==> config.mk <==
export PLATFORM = sky130hd
export DESIGN_NAME = psb_status_bank
export DESIGN_NICKNAME = d
export VERILOG_FILES = /design/src/core/psb_pkg.sv /design/src/core/psb_status_bank.sv /design/src/core/psb_sticky.sv
export SDC_FILE = /design/constraint.sdc
export NUM_CORES = 1
export LEC_CHECK = 0
export ABC_AREA = 1
export BUFFER_PORTS_ARGS = -buffer_cell sky130_fd_sc_hd__clkbuf_2
export CAP_MARGIN = 10
export CORE_MARGIN = 1
export CORE_UTILIZATION = 40
export DETAILED_ROUTE_END_ITERATION = 8
export HOLD_SLACK_MARGIN = 0.1
export PLACE_DENSITY = 0.76
export SYNTH_ARGS = -nofsm -noshare
export SYNTH_HDL_FRONTEND = slang
export SYNTH_HIERARCHICAL = 1
export SYNTH_SLANG_ARGS = --single-unit
==> constraint.sdc <==
create_clock -name clk -period 2.5 [get_ports clk]
set_clock_uncertainty 0.15 [all_clocks]
set_input_delay 0.25 -clock clk [delete_from_list [all_inputs] [get_ports clk]]
set_output_delay 0.25 -clock clk [all_outputs]
set_load 0.05 [all_outputs]
==> src/core/psb_pkg.sv <==
/*
 Package of the status flag bank: command codes, bit positions, reset values.
 Assumes nothing beyond a SystemVerilog compiler.
*/
package psb_pkg;
   localparam logic [7:0] CMD_CLEAR_FAULTS = 8'h03;
   localparam logic [7:0] CMD_SUM_BYTE     = 8'h78;
   localparam logic [7:0] CMD_SUM_WORD     = 8'h79;
   localparam logic [7:0] CMD_INPUT_BYTE   = 8'h7c;
   localparam logic [7:0] CMD_TEMP_BYTE    = 8'h7d;
   localparam logic [7:0] CMD_OT_FAULT_LIM = 8'h4f;
   // Summary bit positions
   localparam int SUM_INPUT = 13;
   localparam int SUM_MFR   = 12;
   localparam int SUM_UV    = 3;
   localparam int SUM_TEMP  = 2;
   localparam int SUM_COMM  = 1;
   localparam int SUM_OTHER = 0;
   // Input status byte bit positions
   localparam int IN_OV_WARN = 6;
   localparam int IN_UV_WARN = 5;
   localparam int IN_OC_WARN = 1;
   localparam int IN_OP_WARN = 0;
   // Temperature status byte bit positions
   localparam int TMP_OT_FAULT = 7;
   localparam int TMP_OT_WARN  = 6;
   // Power-on values of the startup bits and sticky latches
   localparam logic       RST_INPUT = 1'b1;
   localparam logic       RST_UV    = 1'b1;
   localparam logic       RST_MFR   = 1'b1;
   localparam logic       RST_OTHER = 1'b1;
   localparam logic [3:0] RST_IN    = 4'h0;
   localparam logic [1:0] RST_TMP   = 2'h0;
   localparam logic       RST_COMM  = 1'b0;
   localparam logic [11:0] OT_LIMIT_DISABLED = 12'hfff;
   localparam logic [11:0] OT_LIMIT_DEFAULT  = 12'h960;
endpackage

==> src/core/psb_status_bank.sv <==
/*
 Status flag bank: summary byte/word, input and temperature status bytes,
 read by command code; clear-faults command resets flags whose cause is gone.
 Assumes the bus engine presents command strobes synchronous to clk and that
 comparators outside present condition levels and limit values.
 The temperature is a signed level; the limit is unsigned and all ones turns
 the fault comparison off. Manufacturer and other causes set their flags but
 raise no alert. A read answer stands for one cycle, one clock after the
 command; the read data holds until the next read.
*/
`timescale 1ns/100ps
module psb_status_bank (
   // Clock, reset and command strobe
   input  wire logic        clk,
   input  wire logic        rstn,
   input  wire logic        cmd_valid,
   input  wire logic [7:0]  cmd_code,
   input  wire logic        cmd_read,

   // Read answer
   output logic             rd_valid,
   output logic [15:0]      rd_data,
   output logic             rd_hit,

   // Measurement and limit
   input  wire logic [11:0] temp_meas,
   input  wire logic [11:0] ot_fault_limit,

   // Condition levels from the comparators
   input  wire logic        ot_warn_cond,
   input  wire logic        vin_ov_warn_cond,
   input  wire logic        vin_uv_warn_cond,
   input  wire logic        iin_oc_warn_cond,
   input  wire logic        pin_op_warn_cond,
   input  wire logic        comm_fault_cond,
   input  wire logic        mfr_fault_cond,
   input  wire logic        other_fault_cond,

   // Alert request
   output logic             alert_req
);
   // Answer registers, alert and startup bits
   typedef struct packed {
      logic        rd_valid;
      logic        rd_hit;
      logic [15:0] rd_data;
      logic        alert;
      logic        boot_input;
      logic        boot_uv;
   } psb_bank_st_t;

   psb_bank_st_t s_q;
   psb_bank_st_t s_d;

   logic        clear_cmd;
   logic        read_cmd;
   logic        ot_fault_cond;
   logic        any_cond;
   // Sticky flag outputs
   logic        ov_w;
   logic        uv_w;
   logic        oc_w;
   logic        op_w;
   logic        otf;
   logic        otw;
   logic        comm_f;
   logic        mfr_f;
   logic        other_f;
   logic [12:0] temp_ext;
   logic [12:0] limit_ext;
   logic [7:0]  in_byte;
   logic [7:0]  tmp_byte;
   logic [15:0] sum_word;
   logic [7:0]  sum_byte;

   assign clear_cmd = cmd_valid && !cmd_read && (cmd_code == psb_pkg::CMD_CLEAR_FAULTS);
   assign read_cmd  = cmd_valid && cmd_read;

   // Limit stays unsigned, else large limits would read as negative
   assign temp_ext      = {temp_meas[11], temp_meas};
   assign limit_ext     = {1'b0, ot_fault_limit};
   assign ot_fault_cond = (ot_fault_limit != psb_pkg::OT_LIMIT_DISABLED) &&
                          ($signed(temp_ext) > $signed(limit_ext));

   // Input status flags, each its own sticky latch
   psb_sticky #(
      .RST_VAL (psb_pkg::RST_IN[3])
   ) u_ov (
      .clk    (clk),
      .rstn   (rstn),
      .set_i  (vin_ov_warn_cond),
      .clr_i  (clear_cmd),
      .flag_o (ov_w)
   );

   psb_sticky #(
      .RST_VAL (psb_pkg::RST_IN[2])
   ) u_uv (
      .clk    (clk),
      .rstn   (rstn),
      .set_i  (vin_uv_warn_cond),
      .clr_i  (clear_cmd),
      .flag_o (uv_w)
   );

   psb_sticky #(
      .RST_VAL (psb_pkg::RST_IN[1])
   ) u_oc (
      .clk    (clk),
      .rstn   (rstn),
      .set_i  (iin_oc_warn_cond),
      .clr_i  (clear_cmd),
      .flag_o (oc_w)
   );

   psb_sticky #(
      .RST_VAL (psb_pkg::RST_IN[0])
   ) u_op (
      .clk    (clk),
      .rstn   (rstn),
      .set_i  (pin_op_warn_cond),
      .clr_i  (clear_cmd),
      .flag_o (op_w)
   );

   // Temperature status flags
   psb_sticky #(
      .RST_VAL (psb_pkg::RST_TMP[1])
   ) u_otf (
      .clk    (clk),
      .rstn   (rstn),
      .set_i  (ot_fault_cond),
      .clr_i  (clear_cmd),
      .flag_o (otf)
   );

   psb_sticky #(
      .RST_VAL (psb_pkg::RST_TMP[0])
   ) u_otw (
      .clk    (clk),
      .rstn   (rstn),
      .set_i  (ot_warn_cond),
      .clr_i  (clear_cmd),
      .flag_o (otw)
   );

   // Communication, manufacturer and other flags
   psb_sticky #(
      .RST_VAL (psb_pkg::RST_COMM)
   ) u_cml (
      .clk    (clk),
      .rstn   (rstn),
      .set_i  (comm_fault_cond),
      .clr_i  (clear_cmd),
      .flag_o (comm_f)
   );

   psb_sticky #(
      .RST_VAL (psb_pkg::RST_MFR)
   ) u_mfr (
      .clk    (clk),
      .rstn   (rstn),
      .set_i  (mfr_fault_cond),
      .clr_i  (clear_cmd),
      .flag_o (mfr_f)
   );

   psb_sticky #(
      .RST_VAL (psb_pkg::RST_OTHER)
   ) u_oth (
      .clk    (clk),
      .rstn   (rstn),
      .set_i  (other_fault_cond),
      .clr_i  (clear_cmd),
      .flag_o (other_f)
   );

   // Detailed input status byte
   always_comb begin
      in_byte = 8'h00;
      in_byte[psb_pkg::IN_OV_WARN] = ov_w;
      in_byte[psb_pkg::IN_UV_WARN] = uv_w;
      in_byte[psb_pkg::IN_OC_WARN] = oc_w;
      in_byte[psb_pkg::IN_OP_WARN] = op_w;
   end

   // Detailed temperature status byte
   always_comb begin
      tmp_byte = 8'h00;
      tmp_byte[psb_pkg::TMP_OT_FAULT] = otf;
      tmp_byte[psb_pkg::TMP_OT_WARN]  = otw;
   end

   // Summary word and byte
   always_comb begin
      sum_word = 16'h0000;
      sum_word[psb_pkg::SUM_INPUT] = (|in_byte) | s_q.boot_input;
      sum_word[psb_pkg::SUM_MFR]   = mfr_f;
      sum_word[psb_pkg::SUM_UV]    = uv_w | s_q.boot_uv;
      sum_word[psb_pkg::SUM_TEMP]  = |tmp_byte;
      sum_word[psb_pkg::SUM_COMM]  = comm_f;
      sum_word[psb_pkg::SUM_OTHER] = other_f | mfr_f;
      sum_byte = sum_word[7:0];
   end

   // Manufacturer and other causes raise no alert
   assign any_cond = ot_fault_cond |
                     ot_warn_cond |
                     vin_ov_warn_cond |
                     vin_uv_warn_cond |
                     iin_oc_warn_cond |
                     pin_op_warn_cond |
                     comm_fault_cond;

   always_comb begin
      s_d = s_q;
      s_d.rd_valid = 1'b0;
      s_d.rd_hit   = 1'b0;

      // Startup-set summary bits drop with the first clear-faults
      if (clear_cmd) begin
         s_d.boot_input = 1'b0;
         s_d.boot_uv    = 1'b0;
      end

      // Alert follows new events; clear-faults releases it only when no cause is live
      if (any_cond)
         s_d.alert = 1'b1;
      else if (clear_cmd)
         s_d.alert = 1'b0;

      // One-cycle answer; unknown codes give zero and no hit
      if (read_cmd) begin
         s_d.rd_valid = 1'b1;
         s_d.rd_hit   = 1'b1;
         case (cmd_code)
            psb_pkg::CMD_SUM_BYTE: begin
               s_d.rd_data = {8'h00, sum_byte};
            end
            psb_pkg::CMD_SUM_WORD: begin
               s_d.rd_data = sum_word;
            end
            psb_pkg::CMD_INPUT_BYTE: begin
               s_d.rd_data = {8'h00, in_byte};
            end
            psb_pkg::CMD_TEMP_BYTE: begin
               s_d.rd_data = {8'h00, tmp_byte};
            end
            default: begin
               s_d.rd_data = 16'h0000;
               s_d.rd_hit  = 1'b0;
            end
         endcase
      end
   end

   always_ff @(posedge clk or negedge rstn) begin
      if (!rstn) begin
         s_q <= '{
            rd_valid:   1'b0,
            rd_hit:     1'b0,
            rd_data:    16'h0000,
            alert:      1'b0,
            boot_input: psb_pkg::RST_INPUT,
            boot_uv:    psb_pkg::RST_UV
         };
      end else begin
         s_q <= s_d;
      end
   end

   // Outputs straight from the registers
   assign rd_valid  = s_q.rd_valid;
   assign rd_hit    = s_q.rd_hit;
   assign rd_data   = s_q.rd_data;
   assign alert_req = s_q.alert;
endmodule

==> src/core/psb_sticky.sv <==
/*
 One sticky status flag: set by an event, cleared by clear-faults only once
 the cause is gone. Assumes synchronous set/clear inputs.
*/
`timescale 1ns/100ps
module psb_sticky #(
   parameter logic RST_VAL = 1'b0
) (
   input  wire logic clk,
   input  wire logic rstn,
   input  wire logic set_i,
   input  wire logic clr_i,
   output logic      flag_o
);
   typedef struct packed {
      logic flag;
   } psb_sticky_st_t;

   psb_sticky_st_t s_q;
   psb_sticky_st_t s_d;

   always_comb begin
      s_d = s_q;
      // Set wins; a live cause blocks the clear
      if (set_i)
         s_d.flag = 1'b1;
      else if (clr_i)
         s_d.flag = 1'b0;
   end

   always_ff @(posedge clk or negedge rstn) begin
      if (!rstn)
         s_q <= '{flag: RST_VAL};
      else
         s_q <= s_d;
   end

   assign flag_o = s_q.flag;
endmodule

== Word level (Yosys, flattened, before mapping) ==
Cells that the tools add are included.
Word-level totals
  output and inout bits: 19
  flip-flop bits (word level): 29
  bits of input ports: 44
Operators by class
  muxes and demuxes: 14
  bitwise gates (word level): 9
  reduce and logical (&&, ||, !) cells: 18
  $lt $le $gt $ge: 1
  eq/ne operators: 6
Operators with widths (count)
  one-hot mux 14 bit (4 select lines): 1
  == test 8 x 7 -> 1 bit, second input constant: 4
  nonzero test 2 bit: 10
  two-way mux 18 bit: 1
  greater-than comparator 12 x 13 -> 1 bit: 1
  two-way mux 1 bit: 12
  inequality test 12 bit, second input constant: 1
  OR 1 bit: 9
  == test 8 x 2 -> 1 bit, second input constant: 1
  OR reduction 4 bit: 2
  logical AND 1 bit: 4
  OR reduction 2 bit: 1
  logical NOT 1 bit: 1

== Logic depth before layout (Yosys ltp) ==
Gate-level depths: netlist of the first run.
  depth in word-level cells: 9
  depth in mapped cells: 12
  depth with buffers taken out: 12

== Hierarchy ==
The synthesis of the first run kept the hierarchy.
By module, submodules not included
  psb_status_bank: times used 1, area each 1196.1 µm², seq. area each 326.6 µm², cells each 177
  psb_sticky at u_cml ...: times used 7, area each 40.0 µm², seq. area each 25.0 µm², cells each 5
  psb_sticky at u_mfr ...: times used 2, area each 41.3 µm², seq. area each 26.3 µm², cells each 5

== Worst setup path before layout of the first run ==
Ideal clock, no wire load.
  kind: input port to flip-flop
  from: input port ot_fault_limit[8]
  to: register u_otf.s_q, in the netlist u_otf/flag_o
  stages on the path: 12
  required time: 2.234 ns
  arrival time: 1.081 ns
  setup time: 0.116 ns
  setup slack: 1.153 ns
  cell sequence: inv_1 -> ha_1 -> nand2_1 -> inv_1 -> nand2_1 -> nand2_1 -> a21oi_1 -> nand2_1 -> nand2_1 -> inv_1 -> inv_1 -> nand2_1
On the way
  longest elaborated chain between the ends: 3
  elaborated cells on any way between the ends: 5
  classes of those cells: order compare: 1; eq/ne: 1; mux: 1; reduce/logical: 2
Ends and longest elaborated chain
  start, declared: line psb_status_bank.sv:27  | input wire logic [11:0] ot_fault_limit,
  greater-than comparator 12 x 13 -> 1 bit or inequality test 12 bit (tied branches): line psb_status_bank.sv:83, psb_status_bank.sv:82
  logical AND 1 bit *: line psb_status_bank.sv:82  | assign ot_fault_cond = (ot_fault_limit != psb_pkg::OT_LIMIT_DISABLED) &&
  net ot_fault_cond: line psb_status_bank.sv:57  | logic ot_fault_cond;
  two-way mux 1 bit or nonzero test 2 bit (tied branches)
  end signal, assigned: line psb_sticky.sv:33  | s_q <= '{flag: RST_VAL};
  end, declared: line psb_sticky.sv:19  | psb_sticky_st_t s_q;
The timed path passes the listed nets; every way through them passes the cells marked *.
A chain may end at the register's enable or synchronous reset.

== Worst setup path after layout of the first run ==
  from: register u_uv.s_q, in the netlist u_uv/flag_o
  to: register s_q (netlist bit rd_data[13])
On the way
  longest elaborated chain between the ends: 3
Ends and longest elaborated chain
  start, declared: line psb_sticky.sv:19
  start signal, assigned: line psb_sticky.sv:33
  OR reduction 4 bit: line psb_status_bank.sv:197  | sum_word[psb_pkg::SUM_INPUT] = (|in_byte) | s_q.boot_input;
  OR 1 bit: line psb_status_bank.sv:197
  one-hot mux 14 bit (4 select lines): line psb_status_bank.sv:236  | case (cmd_code)
  end signal, assigned: line psb_status_bank.sv:259  | s_q <= '{
  end, declared: line psb_status_bank.sv:52  | psb_bank_st_t s_q;
Every way passes these cells.

==> results_dict.tcl, run 1 <==
set metrics [dict create \
    grt_pass1_wl_microns 5590 \
    switching_power_uw 212 \
    intPower_uw 635 \
    drive_gt1_share_pct 24.7 \
    endpoint_kind "flop" \
    seq_power_share_pct 42.6 \
    cts_root_buf "clkbuf_8" \
    grt_pass1_vias 1477 \
    vias 1417 \
    yosysWarningCount 6 \
    swShare_pct 25.0 \
    core_sq_um 3690 \
    drc 0 \
    antennaDiodeCount 0 \
    pwr-share-clk_pct 38.5 \
    die_h_microns 64.4 \
    final_cell_mix "nand2_1 (68), clkbuf_2 (55), inv_1 (50), dfrtp_1 (19), nor2_1 (14)" \
    timing.hold.ws_ns 0.137 \
    fp.dieW_microns 64.4 \
    synth_top_area_share_pct 30.5 \
    tightestPinTransition_ns 0.523 \
    ant_nets 0 \
    tns_ns 0 \
    cts_max_level 1 \
    die_area_sq_um 4150 \
    grt_use_total_pct 16.9 \
    arrival_ns 1.30 \
    clkTransAtPathRegs_ns 0.08 \
    wire_per_inst_microns 9.13 \
    start_util_pct 42.3 \
    fmax_mhz 767 \
    avgSynthCellArea_sq_um 7.02 \
    hpwl_microns 2540 \
    rsz0062_at_grt "false" \
    yosys_register_bits 22 \
    status "finished clean" \
    io_pins 63 \
    max-clock-path-buffers 2 \
    synth_area_leaders "dfrtp_1 (30%), nand2_1 (16%), inv_1 (12%)" \
    synth_top_cell_by_area "dfrtp_1" \
    comb_power_share_pct 19.0 \
    p_per_area_nw_per_um2 433 \
    clk_latency_ns 0.26 \
    final_nets 337 \
    drt_wl_total_microns 2980 \
    grt_overflow_total 0 \
    cts_resized 0 \
    first_pass_iters 4 \
    gp_congestion 0.850 \
    final_hold_viol_count 0 \
    utilization_pct 53.0 \
    timing_worst_setup_path_type "flop to flop" \
    worstSetupStartpointType "flop" \
    grt_antenna_before_repair 0 \
    seq_area_frac_synth_pct 35.6 \
    cts_buffers 3 \
    grt_max_degree 23 \
    crit_required_ns 2.50 \
    synth_area_sq_um 1560 \
    maxCapViolations 0 \
    period_needed_ns 1.30 \
    viasPerCell 4.33 \
    fin_crit_sh_pct 52.1 \
    final_common_cell "nand2_1" \
    peakVddDrop_mv 0.256 \
    synthCells 222 \
    cts_tree "built" \
    cts_num_sinks 22 \
    setup_viol 0 \
    p_leak_nw 1.17 \
    area_growth_pct 25.3 \
    drt_iter0_drc 56 \
    num_rows 22 \
    slew_headroom_pct 65.1 \
    hold_class "input pin to flop" \
    drv_slew 0 \
    synthDistinctLibCells 24 \
    io_buffers 55 \
    cp_max_fo 3 \
]
-- Yosys cell counts --
library cell	number
conb_1	1
nor4_1	1
inv_1	50
nand2_1	68
a21oi_1	4
or2_0	1
o21ai_1	2
and2_1	1
nand3_1	11
nor2_4	1
dfrtp_1	19
nand4_1	3
buf_2	1
inv_2	1
nor2_1	14
nand2_2	1
nor3_2	1
nor3_1	4
o21ai_0	3
dfstp_2	3
ha_1	13
buf_4	16
nor3_4	1
or2_2	2
-- layer usage --
layer | track usage, % | wire length, microns
met1 | 19.8 | 1310
met2 | 31.3 | 1530
met3 | 1.58 | 114
met4 | 6.67 | 31
met5 | 0 | 0
-- cell families (layout without fill, tap and decap cells) --
family,Yosys count,count (layout),synth area share (%)
AO/OA/AOI/OAI,9,9,2.89
adder cells (fa/ha/maj),13,13,10.4
buffers and inverters,68,119,20.3
flip-flops,22,22,35.6
other,1,7,0.241
AND/OR/NAND/NOR,109,109,30.6
-- stage by stage --
step           cells  cell area [sq um]  power (mW)  setup WS [ns]
2_1_floorplan    228               1580       0.467           1.15
3_3_place_gp     314               1790       0.514          0.983
3_5_place_dp     314               1790       0.518          0.958
4_1_cts          327               1950       0.853           1.19
5_1_grt          327               1950       0.892           1.06
6_report         327               1950       0.846           1.20
-- sequential cells by signal, indices dropped and copies added (netlist names) --
register and cells:
u_otw/flag_o 1, u_mfr/flag_o 1, u_otf/flag_o 1, u_op/flag_o 1, u_uv/flag_o 1, s_q 1, rd_hit 1, alert_req 1
rd_data 9, u_ov/flag_o 1, rd_valid 1, u_oc/flag_o 1, u_oth/flag_o 1, u_cml/flag_o 1
-- repair_timing --
item | CTS | global route
setup endpoints to repair | 0 | 0
hold endpoints to repair | 27 | 0
hold buffers | 9 | 0
buffers inserted | 0 | 0
-- power groups by stage --
stage | clock (mW) | sequential, mW | combinational (mW)
3_3_place_gp | 0 | 0.367 | 0.147
3_5_place_dp | 0 | 0.367 | 0.151
4_1_cts | 0.331 | 0.360 | 0.163
2_1_floorplan | 0 | 0.370 | 0.0966
5_1_grt | 0.347 | 0.361 | 0.185
6_report | 0.326 | 0.360 | 0.160
-- critical path, cell delays in order, from the launching register on --
cell,delay (ns)
dfrtp_1,0.40
or2_2,0.32
nor4_1,0.24
o21ai_1,0.09
-- final timing paths --
| check | endpoint | slack [ns] | from | cells past startpoint |
|---|---|---|---|---|
| setup reg to reg | rd_data[13] | 1.20 | u_uv/flag_o | 3 |
| setup / recovery | rd_data[13] | 1.20 | u_uv/flag_o | 3 |
| max in group asynchronous | u_mfr/flag_o | 1.50 | rstn | 2 |
| min in group asynchronous | rd_data[5] | 0.34 | rstn | 2 |
| hold reg to reg | s_q[0] | 0.30 | s_q[0] | 2 |
| hold / removal | rd_data[7] | 0.14 | cmd_code[0] | 3 |
-- cell type report --
class                   instances  area (sq um)
flip-flops and latches         22           554
well taps                      48          60.1
repair buffers                 64           365
clock inverters                 1          30.0
clock buffers                   3          41.3
inverters                      51           191
fillers                       399          1740
multi-input cells             138           711
(Power assumes the default switching activity.)
==> run 2: changes to the inputs <==
--- a/config.mk
+++ b/config.mk
@@ -5,14 +5,14 @@
 export SDC_FILE = /design/constraint.sdc
 export NUM_CORES = 1
 export LEC_CHECK = 0
-export ABC_AREA = 1
+export ABC_AREA = 0
 export BUFFER_PORTS_ARGS = -buffer_cell sky130_fd_sc_hd__clkbuf_2
 export CAP_MARGIN = 10
 export CORE_MARGIN = 1
 export CORE_UTILIZATION = 40
 export DETAILED_ROUTE_END_ITERATION = 8
 export HOLD_SLACK_MARGIN = 0.1
-export PLACE_DENSITY = 0.76
+export PLACE_DENSITY = 0.78
 export SYNTH_ARGS = -nofsm -noshare
 export SYNTH_HDL_FRONTEND = slang
 export SYNTH_HIERARCHICAL = 1
==> constraint.sdc (replaced) <==
create_clock -name clk -period 1.25 [get_ports clk]
set_clock_uncertainty 0.15 [all_clocks]
set_input_delay 0.125 -clock clk [delete_from_list [all_inputs] [get_ports clk]]
set_output_delay 0.125 -clock clk [all_outputs]
set_load 0.05 [all_outputs]
==> run 2 against run 1 <==
Against the previous run:
- the flow now finishes with violations (setup timing)
- area after synthesis fell by 9.4%
- clock power is essentially flat
- first-iteration DRC count grew 95%
- critical path depth stayed put
- worst setup slack worse by 1.4 ns
- synthesized cell count fell by 30%
- via count fell by 6.8%
- routed wire length increased by 11%
- global-route usage up 1.3 points
- final cell count shrank 14%
- critical path type unchanged
==> results_dict.tcl, run 2 <==
set metrics [dict create \
    status "finished with violations" \
    core_sq_um 3360 \
    fp.dieW_microns 61.4 \
    synth_area_leaders "dfrtp_1 (34%), ha_1 (12%), buf_4 (8.5%)" \
    grt_overflow_total 0 \
    clkTransAtPathRegs_ns 0.12 \
    synthTopCellsByCount "inv_1 (26), dfrtp_1 (19), buf_4 (16), ha_1 (13), nand2_1 (13)" \
    ant_nets 0 \
    viasPerCell 4.70 \
    yosysMostFrequentCell "inv_1" \
    synth_top_family_by_area "compound AO/OA/AOI/OAI gates" \
    crit_path_start "u_ov/flag_o" \
    seq_area_frac_synth_pct 39.2 \
    cts_num_sinks 22 \
    timing.final.ws_setup_ns -0.213 \
    fmax_mhz 683 \
    first_pass_iters 4 \
    wire_per_inst_microns 11.8 \
    avgSynthCellArea_sq_um 9.06 \
    p_per_area_nw_per_um2 689 \
    rsz0062_at_grt "true" \
    synthFlopType "dfrtp_1" \
    p_leak_nw 1.03 \
    drt_wl_total_microns 3320 \
    largest_register_ffs 9 \
    min-delay-start "temp_meas[11]" \
    synthXorXnorAreaFrac_pct 0 \
    multi_input_area_sq_um 779 \
    final_area_sq_um 2110 \
    synth-compound-area-share_pct 15.9 \
    synthSimpleGateAreaFrac_pct 15.7 \
    regArea_sq_um 554 \
    drv_slew 0 \
    dp_slack_ns -0.431 \
    post_dp_cell_area_sq_um 1900 \
    tightestPinTransition_ns 0.530 \
    final_hold_viol_count 0 \
    synth.mux.area_fraction_pct 1.42 \
    yosysWarningCount 6 \
    final_common_cell "clkbuf_2" \
    peakVddDrop_mv 0.314 \
    critPathMaxStageDelay_ns 0.54 \
    synth_enable_flop_cells 0 \
    violations "setup timing" \
    synthAdderAreaFrac_pct 11.5 \
    fin_crit_sh_pct 117 \
    crit_required_ns 1.30 \
    cp.buffers_inverters 0 \
    synth_area_sq_um 1410 \
    io_pins 63 \
    synthDistinctLibCells 32 \
    drt_iter0_drc 109 \
    start_util_pct 42.0 \
    hpwl_microns 2470 \
    ys_async_sr_fraction_pct 100 \
    die_h_microns 61.4 \
    grt_max_degree 23 \
    vias 1320 \
    io_buffers 55 \
    setup_viol 1 \
    fillCellCount 301 \
    drc 0 \
    grt_pass1_vias 1164 \
    period_needed_ns 1.46 \
    drive_gt1_share_pct 44.7 \
    slew_headroom_pct 64.6 \
    num_rows 21 \
    cp_max_fo 2 \
    grt_antenna_before_repair 0 \
    max-clock-path-buffers 2 \
    arrival_ns 1.51 \
    r2r_start "u_ov/flag_o" \
    endpoint_kind "flop" \
    area_growth_pct 49.1 \
    worstSetupStartpointType "flop" \
    yosys_register_bits 22 \
    cts_tree "built" \
    synth_top_area_share_pct 33.7 \
    grt_pass1_wl_microns 5060 \
    slowest_stage "or4_4" \
    final_nets 293 \
    crit_path_cell_trace "or4_4, o2111ai_2, nand2_1" \
    hold_class "input pin to flop" \
    cts_buffers 3 \
    clk_latency_ns 0.30 \
    cts_root_buf "clkbuf_4" \
    synthCells 156 \
    timing_worst_setup_path_type "flop to flop" \
    antennaDiodeCount 0 \
    cts_max_level 1 \
    critPathTopFamily "simple AND/OR/NAND/NOR gates" \
    die_area_sq_um 3770 \
    final_cell_mix "clkbuf_2 (44), buf_4 (22), inv_1 (19), dfrtp_1 (19)" \
    maxCapViolations 0 \
    grt_use_total_pct 18.2 \
    gp_congestion 0.789 \
    synth_top_cell_by_area "dfrtp_1" \
]
## run 2: cell count changes after synthesis, moves of 3 or more
cell / previous run / this run
nand2_1: 68 / 13
inv_1: 50 / 26
a21o_1: 0 / 10
nand3_1: 11 / 3
nor2_1: 14 / 6
o21ai_0: 3 / 9
o31ai_1: 0 / 4
nor2b_1: 0 / 3
nor3_1: 4 / 1
## run 2: power breakdown
part / switching [mW] / internal [mW] / leakage, nW
logic: 0.216 / 0.189 / 0.757
clock network: 0.203 / 0.124 / 0.0150
registers: 0.00168 / 0.716 / 0.254
## run 2: routing by layer
layer	share of wire, %	wire length, microns	global-route usage (%)
met1	42	1390	23.4
met2	52	1740	31.1
met5	0	0	0
met4	2.0	65	6.35
met3	3.8	126	2.73
## run 2: layout make-up
cell class,instances,share of cell area (%)
well taps,46,2.73
multi-input cells,96,37.0
flip-flops and latches,22,26.3
repair buffers,87,27.3
clock buffers,4,1.25
inverters,26,5.35
## run 2: repair_timing
action | 4_1_cts | 5_1_grt
hold buffers | 12 | 0
gates resized for setup | 8 | 18
pin swaps | 1 | 0
hold endpoints to repair | 35 | 0
buffers inserted | 0 | 1
setup endpoints to repair | 4 | 13
## run 2: path summary, 6_finish.rpt
path / endpoint / slack (ns) / cells past startpoint
max: rd_data[13] / -0.21 / 3
min in group asynchronous: rd_data[6] / 0.16 / 2
min: u_otf/flag_o / 0.12 / 4
max in group asynchronous: u_oth/flag_o / 0.41 / 2
min reg2reg: rd_data[1] / 0.34 / 2
max reg2reg: rd_data[13] / -0.21 / 3
## run 2: logic make-up (layout without fill, tap and decap cells)
logic type / after synthesis / count (layout)
buffers and inverters: 44 / 117
and+or+nand+nor: 41 / 41
AOI/OAI and AO/OA: 33 / 33
DFF: 22 / 22
adders and majority gates: 13 / 13
muxes: 2 / 2
other: 1 / 7
## run 2: worst reg2reg max path, stage by stage (launching register included)
cell,delay [ns]
dfrtp_1,0.41
or4_4,0.54
o2111ai_2,0.19
nand2_1,0.07
## run 2: per-stage QoR
stage	power [mW]	hold WS, ns	setup TNS [ns]	cells	util, %
after floorplan	0.937	-0.321	-0.400	162	-
after global placement	1.08	-0.0276	-1.67	264	56.4
after detailed placement	1.09	-0.0274	-1.77	264	56.4
after CTS	1.46	0.110	-0.207	280	61.8
after global routing	1.54	0.112	-0.292	281	62.6
final	1.45	0.124	-0.213	281	62.6
==> run 3: changes to the inputs <==
--- a/config.mk
+++ b/config.mk
@@ -12,7 +12,7 @@
 export CORE_UTILIZATION = 40
 export DETAILED_ROUTE_END_ITERATION = 8
 export HOLD_SLACK_MARGIN = 0.1
-export PLACE_DENSITY = 0.78
+export PLACE_DENSITY_LB_ADDON = 0.2
 export SYNTH_ARGS = -nofsm -noshare
 export SYNTH_HDL_FRONTEND = slang
 export SYNTH_HIERARCHICAL = 1
==> run 3 against run 2 <==
Against the previous run:
- the run still ends with setup timing left
- combinational power is 4% higher
- register-to-register slack improved by 0.08 ns
- worst setup slack improved by 0.077 ns
- non-clock buffer count rose by 3
- critical endpoint unchanged
==> results_dict.tcl, run 3 (synthesis results as in run 2) <==
set metrics [dict create \
    final_common_cell "clkbuf_2" \
    intPower_mw 1.24 \
    dp.cells 267 \
    tightestPinTransition_ns 0.514 \
    crit_required_ns 1.32 \
    io_buffers 55 \
    largest_register_ffs 9 \
    power_mw 1.68 \
    critPathMaxStageDelay_ns 0.53 \
    slowest_stage "or4_4" \
    crit_path_cell_trace "or4_4, o2111ai_2, nand2_1" \
    seq_power_share_pct 42.8 \
    clk_latency_ns 0.31 \
    p_leak_nw 1.07 \
    vias 1344 \
    status "finished with violations" \
    die_area_sq_um 3770 \
    pwr-share-clk_pct 32.2 \
    final_nets 296 \
    cp.buffers_inverters 0 \
    wire_per_inst_microns 11.7 \
    grt_antenna_before_repair 0 \
    cp_max_fo 2 \
    antennaDiodeCount 0 \
    grt_max_degree 23 \
    rsz0062_at_grt "true" \
    ant_nets 0 \
    die_h_microns 61.4 \
    maxCapViolations 0 \
    worstSetupStartpointType "flop" \
    drv_slew 0 \
    clkTransAtPathRegs_ns 0.13 \
    cts_buffers 3 \
    endpoint_kind "flop" \
    drc 0 \
    tns_ns -0.155 \
    gp_congestion 0.759 \
    critPathTopFamily "simple AND/OR/NAND/NOR gates" \
    fp.dieW_microns 61.4 \
    cts_tree "built" \
    utilization_pct 65.5 \
    swShare_pct 26.0 \
    final_cells 284 \
    comb_power_share_pct 25.1 \
    cts_root_buf "clkbuf_4" \
    max-clock-path-buffers 2 \
    io_pins 63 \
    drt_iter0_drc 36 \
    grt_pass1_vias 1223 \
    slew_headroom_pct 65.7 \
    timing.final.ws_setup_ns -0.136 \
    hold_class "input pin to flop" \
    viasPerCell 4.73 \
    cts_max_level 1 \
    hpwl_microns 2730 \
    grt_pass1_wl_microns 5330 \
    area_growth_pct 55.9 \
    start_util_pct 42.0 \
    period_needed_ns 1.39 \
    p_per_area_nw_per_um2 763 \
    fmax_mhz 722 \
    drt_wl_total_microns 3320 \
    cts_num_sinks 22 \
    grt_overflow_total 0 \
    peakVddDrop_mv 0.648 \
    drive_gt1_share_pct 47.5 \
    grt_use_total_pct 19.5 \
    setup_viol 2 \
    timing_worst_setup_path_type "flop to flop" \
    fin_crit_sh_pct 111 \
    num_rows 21 \
    final_cell_mix "clkbuf_2 (39), buf_4 (28), inv_1 (19), dfrtp_1 (19)" \
    final_hold_viol_count 0 \
    core_sq_um 3360 \
    violations "setup timing" \
    dp_slack_ns -0.449 \
    arrival_ns 1.45 \
    first_pass_iters 5 \
    switching_power_uw 437 \
]
## run 3: what timing repair did
item	in CTS	in global routing
resized for setup	16	25
pin swaps	3	3
endpoints found under the hold margin	37	0
setup buffers	1	0
hold buffers	12	0
setup endpoints to repair	9	16
## run 3: layout make-up
class,instances,area (sq um)
fillers,300,1160
multi-input cells,96,793
repair buffers,90,629
flip-flops and latches,22,554
inverters,26,115
well taps,46,57.6
clock inverters,1,30.0
clock buffers,3,22.5
## run 3: worst paths after layout
path / from / end / slack (ns) / depth (start not counted)
worst max-delay path: s_q[0] / rd_data[13] / -0.14 / 3
worst min-delay path: cmd_code[2] / rd_data[13] / 0.09 / 5
worst max register to register: s_q[0] / rd_data[13] / -0.14 / 3
worst min register to register: rd_data[6] / rd_data[6] / 0.34 / 2
max in group asynchronous: rstn / u_mfr/flag_o / 0.42 / 2
min in group asynchronous: rstn / rd_data[13] / 0.15 / 2
## run 3: metal layers
layer | vias up | wire [microns] | track usage [%] | share of wire, %
met2 | 49 | 1610 | 33.9 | 49
met3 | 10 | 166 | 4.62 | 5.0
met4 | 0 | 78 | 6.03 | 2.4
met5 | - | 0 | 0 | 0
met1 | 601 | 1460 | 24.1 | 44
li1 | 684 | - | - | -
## run 3: power by group through the flow
stage                     Clock [mW]  Combinational (mW)  Sequential (mW)
after floorplan                    0               0.199            0.738
after global placement             0               0.351            0.731
after detailed placement           0               0.367            0.732
after CTS                      0.554               0.417            0.718
after global routing           0.579               0.463            0.719
final                          0.540               0.421            0.718
## run 3: metrics by stage
step                hold slack, ns  instance area [sq um]
floorplan                   -0.321                   1550
global placement           -0.0323                   1920
detailed placement         -0.0272                   1920
CTS                         0.0834                   2170
global route                 0.105                   2200
finish                      0.0890                   2200
## run 3: worst register-to-register path, delay by kind of cell, from the launching register on
kind	cells	cell delay, ns
AND/OR/NAND/NOR	2	0.59
flip-flops	1	0.39
AO/OA/AOI/OAI	1	0.17
